===== config.mk =====
export PLATFORM = sky130hd
export DESIGN_NAME = wsgen_top
export DESIGN_NICKNAME = d
export VERILOG_FILES = /design/src/include/wsgen_pkg.sv /design/src/rtl/wsgen_regfile.sv /design/src/rtl/wsgen_counter.sv /design/src/rtl/wsgen_top.sv
export VERILOG_INCLUDE_DIRS = /design/src /design/src/include
export SDC_FILE = /design/constraint.sdc
export NUM_CORES = 1
export LEC_CHECK = 0
export BUFFER_PORTS_ARGS = -buffer_cell sky130_fd_sc_hd__buf_2
export CAP_MARGIN = 20
export CORE_AREA = 3 3 105 107
export CTS_CLUSTER_DIAMETER = 50
export DETAILED_ROUTE_END_ITERATION = 7
export DIE_AREA = 0 0 108 110
export PLACE_DENSITY_LB_ADDON = 0.2
export REMOVE_ABC_BUFFERS = 1
export SLEW_MARGIN = 20
export SYNTH_ARGS = -nofsm -noshare
export SYNTH_HDL_FRONTEND = slang
export SYNTH_SLANG_ARGS = --single-unit

===== constraint.sdc =====
create_clock -name ref_clk -period 2.7 [get_ports ref_clk]
set_input_delay 0.135 -clock ref_clk [delete_from_list [all_inputs] [get_ports ref_clk]]
set_output_delay 0.135 -clock ref_clk [all_outputs]
set_load 0.005 [all_outputs]

===== src/include/wsgen_regs.svh =====
// offsets, field positions, reset values and limits of the wait-state generator.
// assumes it is included by its bare name from the package or a module.
`ifndef WSGEN_REGS_SVH
`define WSGEN_REGS_SVH

// ----------------------------------------
// register offsets (memory-mapped word addresses)
// ----------------------------------------
`define WSGEN_RANGE_OFS 8'h28
`define WSGEN_MULT_OFS 8'h2B

// ----------------------------------------
// field positions of the range-count and multiplier registers
// ----------------------------------------
`define WSGEN_PROG_LO_LSB 0
`define WSGEN_PROG_HI_LSB 3
`define WSGEN_DATA_LO_LSB 6
`define WSGEN_DATA_HI_LSB 9
`define WSGEN_IO_LSB 12
`define WSGEN_XPA_BIT 15
`define WSGEN_DOUBLE_BIT 0

// ----------------------------------------
// reset values and limits
// ----------------------------------------
`define WSGEN_RANGE_RST 16'h7FFF
`define WSGEN_MULT_RST 16'h0000
`define WSGEN_MAX_WAITS 14

`endif


===== src/include/wsgen_pkg.sv =====
// types shared by the wait-state generator files.
// assumes wsgen_regs.svh sits on the include path.
`include "wsgen_regs.svh"

package wsgen_pkg;

  // ----------------------------------------
  // external access space
  // ----------------------------------------
  typedef enum logic [1:0]
  {
    WSGEN_SP_PROG,
    WSGEN_SP_DATA,
    WSGEN_SP_IO
  } wsgen_space_e;

  typedef logic [2:0] wsgen_base_t;
  typedef logic [3:0] wsgen_wait_t;

endpackage : wsgen_pkg


===== src/rtl/wsgen_regfile.sv =====
// one subsystem's pair of wait-state registers on the memory-mapped port.
// assumes single-cycle writes and reads from the local cpu on ref_clk.
`timescale 1ns/1ps

module wsgen_regfile
  import wsgen_pkg::*;
(
  input wire logic ref_clk, // machine-cycle clock
  input wire logic nrst, // async reset, active low
  input wire logic wr_en, // write strobe, one cycle
  input wire logic [7:0] addr, // register word address
  input wire logic [15:0] wdata, // write data
  output logic [15:0] range_q, // range-count register
  output logic [15:0] mult_q // multiplier control register
);

  logic [15:0] range_d;
  logic [15:0] mult_d;

  // ----------------------------------------
  // register update
  // ----------------------------------------
  always_comb
  begin
    range_d = range_q;
    mult_d = mult_q;
    if (wr_en && (addr == `WSGEN_RANGE_OFS))
    begin
      range_d = wdata;
    end
    if (wr_en && (addr == `WSGEN_MULT_OFS))
    begin
      // reserved bits stay zero whatever is written
      mult_d = {15'h0000, wdata[`WSGEN_DOUBLE_BIT]};
    end
  end

  always_ff @(posedge ref_clk or negedge nrst)
  begin
    if (!nrst)
    begin
      range_q <= `WSGEN_RANGE_RST;
      mult_q <= `WSGEN_MULT_RST;
    end
    else
    begin
      range_q <= range_d;
      mult_q <= mult_d;
    end
  end

endmodule : wsgen_regfile


===== src/rtl/wsgen_counter.sv =====
// down-counter that holds an access until its wait states are spent.
// assumes start only arrives while idle.
`timescale 1ns/1ps

module wsgen_counter
  import wsgen_pkg::*;
(
  input wire logic ref_clk, // machine-cycle clock
  input wire logic nrst, // async reset, active low
  input wire logic start, // access begins, one cycle
  input wire wsgen_wait_t load, // wait count for this access
  output logic busy_q // waits still running
);

  wsgen_wait_t cnt_q;
  wsgen_wait_t cnt_d;
  logic busy_d;

  // ----------------------------------------
  // count
  // ----------------------------------------
  always_comb
  begin
    cnt_d = cnt_q;
    busy_d = busy_q;
    if (start)
    begin
      // count latched here, so later writes leave this access alone
      cnt_d = load;
      busy_d = (load != 4'h0);
    end
    else if (busy_q)
    begin
      cnt_d = cnt_q - 4'h1;
      busy_d = (cnt_q > 4'h1);
    end
  end

  always_ff @(posedge ref_clk or negedge nrst)
  begin
    if (!nrst)
    begin
      cnt_q <= 4'h0;
      busy_q <= 1'b0;
    end
    else
    begin
      cnt_q <= cnt_d;
      busy_q <= busy_d;
    end
  end

endmodule : wsgen_counter


===== src/rtl/wsgen_top.sv =====
// programmable wait-state generator for a two-subsystem external interface.
// assumes the arbiter grant is stable while an access is requested.
//
// How it works
// - each external bus cycle is stretched by up to fourteen wait states
// - low 15 bits hold five 3-bit base counts, one per range
// - each subsystem owns registers; arbiter grant picks the copy applied
// - reset gives seven waits everywhere; extension and doubling bits clear
// - bit 15 is read/write program-extension select, reset zero
// - bits 14..12 set waits for all I/O accesses
// - bits 11..9 set waits for data 8000..FFFF
// - bits 8..6 set waits for data 0000..7FFF
// - bits 5..3 cover program upper half-page; unused when extension set
// - bits 2..0 cover program lower half-page, or everything when extension set
// - multiplier bit 0 doubles base counts when set
// - multiplier bits 15..1 read zero, ignore writes
`timescale 1ns/1ps

module wsgen_top
  import wsgen_pkg::*;
#(
  parameter int NUM_SUBSYS = 2, // subsystems sharing the interface
  parameter int ADDR_W = 16 // external access offset width
)
(
  input wire logic ref_clk, // machine-cycle clock
  input wire logic nrst, // async reset, active low
  input wire logic [NUM_SUBSYS-1:0] reg_wr, // per-subsystem write strobe
  input wire logic [NUM_SUBSYS-1:0] reg_rd, // per-subsystem read strobe
  input wire logic [7:0] reg_addr, // register word address
  input wire logic [15:0] reg_wdata, // write data
  output logic [15:0] reg_rdata_q, // read data, one cycle after strobe
  input wire logic arb_grant, // shared_interface_arbiter owner index
  input wire logic acc_start, // external access begins, one cycle
  input wire logic [1:0] acc_space, // wsgen_space_e of the access
  input wire logic [ADDR_W-1:0] acc_addr, // low address bits of the access
  output logic acc_wait_q, // bus held in wait states
  output logic [3:0] acc_count_q // wait count granted to last access
);

  // ----------------------------------------
  // parameter checks
  // ----------------------------------------
  initial
  begin
    if (NUM_SUBSYS != 2)
    begin
      $error("wsgen_top serves exactly two subsystems");
    end
    if (ADDR_W < 16)
    begin
      $error("wsgen_top needs at least 16 address bits");
    end
  end

  // ----------------------------------------
  // per-subsystem register copies
  // ----------------------------------------
  logic [15:0] range_q [NUM_SUBSYS];
  logic [15:0] mult_q [NUM_SUBSYS];

  genvar g;
  generate
    for (g = 0; g < NUM_SUBSYS; g++)
    begin : g_regs
      wsgen_regfile u_regs
      (
        .ref_clk (ref_clk),
        .nrst (nrst),
        .wr_en (reg_wr[g]),
        .addr (reg_addr),
        .wdata (reg_wdata),
        .range_q (range_q[g]),
        .mult_q (mult_q[g])
      );
    end
  endgenerate

  // ----------------------------------------
  // read port
  // ----------------------------------------
  function automatic logic [15:0] read_reg(input logic [7:0] a, input logic [15:0] r, input logic [15:0] m);
    logic [15:0] v;
    v = 16'h0000;
    if (a == `WSGEN_RANGE_OFS)
    begin
      v = r;
    end
    else if (a == `WSGEN_MULT_OFS)
    begin
      v = m;
    end
    return v;
  endfunction : read_reg

  logic [15:0] rdata_d;

  always_comb
  begin
    rdata_d = reg_rdata_q;
    if (reg_rd[1])
    begin
      rdata_d = read_reg(reg_addr, range_q[1], mult_q[1]);
    end
    else if (reg_rd[0])
    begin
      rdata_d = read_reg(reg_addr, range_q[0], mult_q[0]);
    end
  end

  always_ff @(posedge ref_clk or negedge nrst)
  begin
    if (!nrst)
    begin
      reg_rdata_q <= 16'h0000;
    end
    else
    begin
      reg_rdata_q <= rdata_d;
    end
  end

  // ----------------------------------------
  // range selection
  // ----------------------------------------
  logic [15:0] sel_range;
  logic sel_double;
  wsgen_base_t base;
  wsgen_wait_t waits_d;
  logic upper_half;

  always_comb
  begin
    sel_range = range_q[arb_grant];
    sel_double = mult_q[arb_grant][`WSGEN_DOUBLE_BIT];
    upper_half = acc_addr[15];
    base = sel_range[`WSGEN_PROG_LO_LSB +: 3];
    case (wsgen_space_e'(acc_space))
      WSGEN_SP_IO:
      begin
        base = sel_range[`WSGEN_IO_LSB +: 3];
      end
      WSGEN_SP_DATA:
      begin
        if (upper_half)
        begin
          base = sel_range[`WSGEN_DATA_HI_LSB +: 3];
        end
        else
        begin
          base = sel_range[`WSGEN_DATA_LO_LSB +: 3];
        end
      end
      WSGEN_SP_PROG:
      begin
        // extension set: low field covers the whole program space
        if (upper_half && !sel_range[`WSGEN_XPA_BIT])
        begin
          base = sel_range[`WSGEN_PROG_HI_LSB +: 3];
        end
        else
        begin
          base = sel_range[`WSGEN_PROG_LO_LSB +: 3];
        end
      end
      default:
      begin
        base = sel_range[`WSGEN_PROG_LO_LSB +: 3];
      end
    endcase
    // doubling tops out at 14
    waits_d = sel_double ? {base, 1'b0} : {1'b0, base};
  end

  // ----------------------------------------
  // wait counting
  // ----------------------------------------
  // the counter's own busy flop is the hold output, so no copy can drift from it
  wsgen_counter u_cnt
  (
    .ref_clk (ref_clk),
    .nrst (nrst),
    .start (acc_start),
    .load (waits_d),
    .busy_q (acc_wait_q)
  );

  logic [3:0] count_d;

  always_comb
  begin
    count_d = acc_start ? waits_d : acc_count_q;
  end

  always_ff @(posedge ref_clk or negedge nrst)
  begin
    if (!nrst)
    begin
      acc_count_q <= 4'h0;
    end
    else
    begin
      acc_count_q <= count_d;
    end
  end

endmodule : wsgen_top


==> out/results.ini <==
[run_status]
status=complete, no violations

[synth]
syn_area_um2=3010
synth-seq-area-share=0.503
synth_cell_types=45
synth_area_per_cell_um2=12.5
synthCells=240
ys_ff_latch=59
ys_warn_count=0

[critical_path]
crit_family=compound AO/OA/AOI/OAI gates
reg2reg_depth=4
startpoint_type=flop
required_ps=2890
r2r-end=u_cnt.cnt_q[1]$_DFFE_PN0P_
crit_arrival_ps=2030
cp_slowest_cell=mux4_2
critPathKind=flop to flop
cp.buffers_inverters=0
rr_startpoint=g_regs[0].u_regs.range_q[6]$_DFFE_PN1P_
slowest_delay_ps=480
cp_max_fo=5
crit_path_end_kind=flop
crit_cells=4
critPathLaunch=g_regs[0].u_regs.range_q[6]$_DFFE_PN1P_
worstSetupEndpoint=u_cnt.cnt_q[1]$_DFFE_PN0P_
ff2ff_setup_slack_ps=860
timing.critical_path.cells=mux4_2 > a22o_1 > a21oi_1 > o221ai_1

[clocking]
clockRootBuffer=clkbuf_8
clock_path_buffers=2
cts_resized=0
cts_sinks=59
cts_tree=done
clk_pin_slew_ps=70
cts_buffers=9
clk_latency_ps=340
htree_num_levels=3

[timing]
maxSlewViolCount=0
fin_crit_ps=1840
fmax_ghz=0.544
finalClockSkew_ps=10.5
tightestPinTransition_ps=754
relSlewSlack=0.497
post-route-period-util=0.681
fin_setup_tns_ps=0
final_hold_viol_count=0
setup_viol=0
rsz0062_at_grt=false

[final_layout]
multi_input_area_um2=1400
syn2layout_area_growth_pct=21.3
final_area_um2=3650
n_fill_cell=1043
final_nets=351
regArea_um2=1510
final_core_util=0.357
diodes=0
drive_gt1_frac=0.497

[power]
power.internal_mw=1.63
comb_power_share=0.106
clockPowerShare=0.434
p_per_area_nw_per_um2=587
power_mw=2.14
power_frac_seq=0.461
peakVddDrop_uv=261
p_switching_mw=0.517
p_leak_nw=1.70
swShare=0.241

[die]
initial_core_util=0.294
io_pins=71
fp.dieArea_um2=11900
die_width_um=108
fp.coreArea_um2=10200
die_h_um=110
num_rows=37

[global_routing]
antenna_found_initial=0
grt_usage=0.136
grt_max_degree=31
grt_first_pass_wirelength_mm=12.0
gr-total-overflow=0
grt_pass1_vias=2225

[placed_design]
hpwl_mm=5.21
place.gp.congestion=0.732
io_buffers=55
dpl_cell_area_um2=3410

[route]
vias=2094
drtAntennaViolNets=0
wirelength_mm=7.52
dr.pass1.iters=4
drc=0
routed_via_density=4.76
drtIter0Drc=78
post_drt_wl_per_cell_um=17.1

[hold_path]
hp-class=input port to flop

[job]
max-cap-violations=0

[power by group through the flow]
| stage | clock [mW] | combinational, mW | sequential [mW] |
|---|---|---|---|
| 2_1_floorplan | 0 | 0.124 | 0.990 |
| 3_3_place_gp | 0 | 0.226 | 1.00 |
| 3_5_place_dp | 0 | 0.229 | 1.00 |
| 4_1_cts | 0.952 | 0.231 | 0.988 |
| 5_1_grt | 0.998 | 0.253 | 0.995 |
| 6_report | 0.929 | 0.226 | 0.988 |
[timing repair]
item	CTS	global route
hold endpoints to repair	15	0
hold buffers	1	0
buffers inserted	0	0
[routing by layer]
metal | part of all wire | vias up | GRT usage | wire [µm]
met4 | 0.012 | 0 | 0.0577 | 93
met3 | 0.041 | 7 | 0.0338 | 311
met5 | 0 | - | 0 | 0
li1 | - | 1000 | - | -
met1 | 0.47 | 1044 | 0.179 | 3510
met2 | 0.48 | 43 | 0.214 | 3600
[stage by stage]
stage / setup WS, ps / std cells / hold slack, ps
3_3_place_gp: 725 / 423 / 246
4_1_cts: 866 / 440 / 24.1
3_5_place_dp: 714 / 423 / 261
6_report: 861 / 440 / 38.2
2_1_floorplan: 1130 / 230 / -161
5_1_grt: 743 / 440 / 25.7
[Yosys cell counts (all sizes together)]
cell type	instances	share of area
clkbuf	3	0.0037
nor3	1	0.0017
a31o	1	0.0029
nor2	5	0.0062
and2	2	0.0050
inv	6	0.0075
o221ai	4	0.012
dfrtp	29	0.24
mux2	38	0.17
a41oi	1	0.0029
o21bai	1	0.0025
a22o	2	0.0058
dfstp	30	0.26
nor2b	6	0.012
a31oi	3	0.0062
o22ai	1	0.0021
a22oi	10	0.025
nor4b	2	0.011
nand4bb	1	0.0091
o2bb2ai	1	0.0029
nor4	1	0.0021
o21ai	16	0.027
clkinv	1	0.0012
a21oi	8	0.015
o31ai	2	0.0050
mux2i	10	0.033
nand2	28	0.040
mux4	4	0.030
nand3	4	0.0067
xnor2	1	0.0029
nand4	3	0.0062
xor2	2	0.0058
buf	7	0.020
nand2b	2	0.0042
o211ai	1	0.0025
a221oi	1	0.0029
ha	2	0.0083
[flip-flops by register name, indices dropped and copies added, names as in the netlist]
signal                 flops
acc_count_q                4
g_regs.u_regs.mult_q       2
g_regs.u_regs.range_q     32
reg_rdata_q               16
u_cnt.busy_q               1
u_cnt.cnt_q                4
[layout make-up]
class,instances,area share
clock inverters,4,0.0199
flip-flops and latches,59,0.415
multi-input cells,164,0.383
well taps,136,0.0466
repair buffers,58,0.0857
inverters,7,0.00720
clock buffers,12,0.0425
[kinds of logic (layout without fill, tap and decap cells)]
group | Yosys count | count (layout) | synth area share
buffers and inverters | 17 | 81 | 0.0320
XOR/XNOR | 3 | 3 | 0.00873
AO/OA/AOI/OAI | 52 | 52 | 0.113
multiplexers | 52 | 52 | 0.230
AND/OR/NAND/NOR | 55 | 55 | 0.104
adder cells (fa/ha/maj) | 2 | 2 | 0.00831
flip-flops | 59 | 59 | 0.503
[how the worst min path moves through the flow]
stage,startpoint,endpoint,slack (ps),cells after the start
5_1_grt,reg_wdata[13],g_regs[1].u_regs.range_q[13]$_DFFE_PN1P_,30,2
6_report,reg_wdata[8],g_regs[0].u_regs.range_q[8]$_DFFE_PN1P_,40,2
3_5_place_dp,nrst,u_cnt.cnt_q[3]$_DFFE_PN0P_,260,1
2_1_floorplan,nrst,acc_count_q[0]$_DFFE_PN0P_,-160,0
3_3_place_gp,nrst,u_cnt.cnt_q[3]$_DFFE_PN0P_,250,1
4_1_cts,reg_wdata[8],g_regs[1].u_regs.range_q[8]$_DFFE_PN1P_,20,2
[layout by cell type (no fill, tap or decap), drive strengths merged, types with 2 or more instances in the layout]
cell / count
a21oi: 8
a22o: 2
a22oi: 10
a31oi: 3
and2: 2
buf: 57
bufinv: 2
clkbuf: 12
clkinv: 2
dfrtp: 29
dfstp: 30
ha: 2
inv: 6
mux2: 38
mux2i: 10
mux4: 4
nand2: 28
nand2b: 2
nand3: 4
nand4: 3
nor2: 5
nor2b: 6
nor4b: 2
o21ai: 16
o221ai: 4
o31ai: 2
xor2: 2
Note: power is estimated with default switching activity, not from simulation.
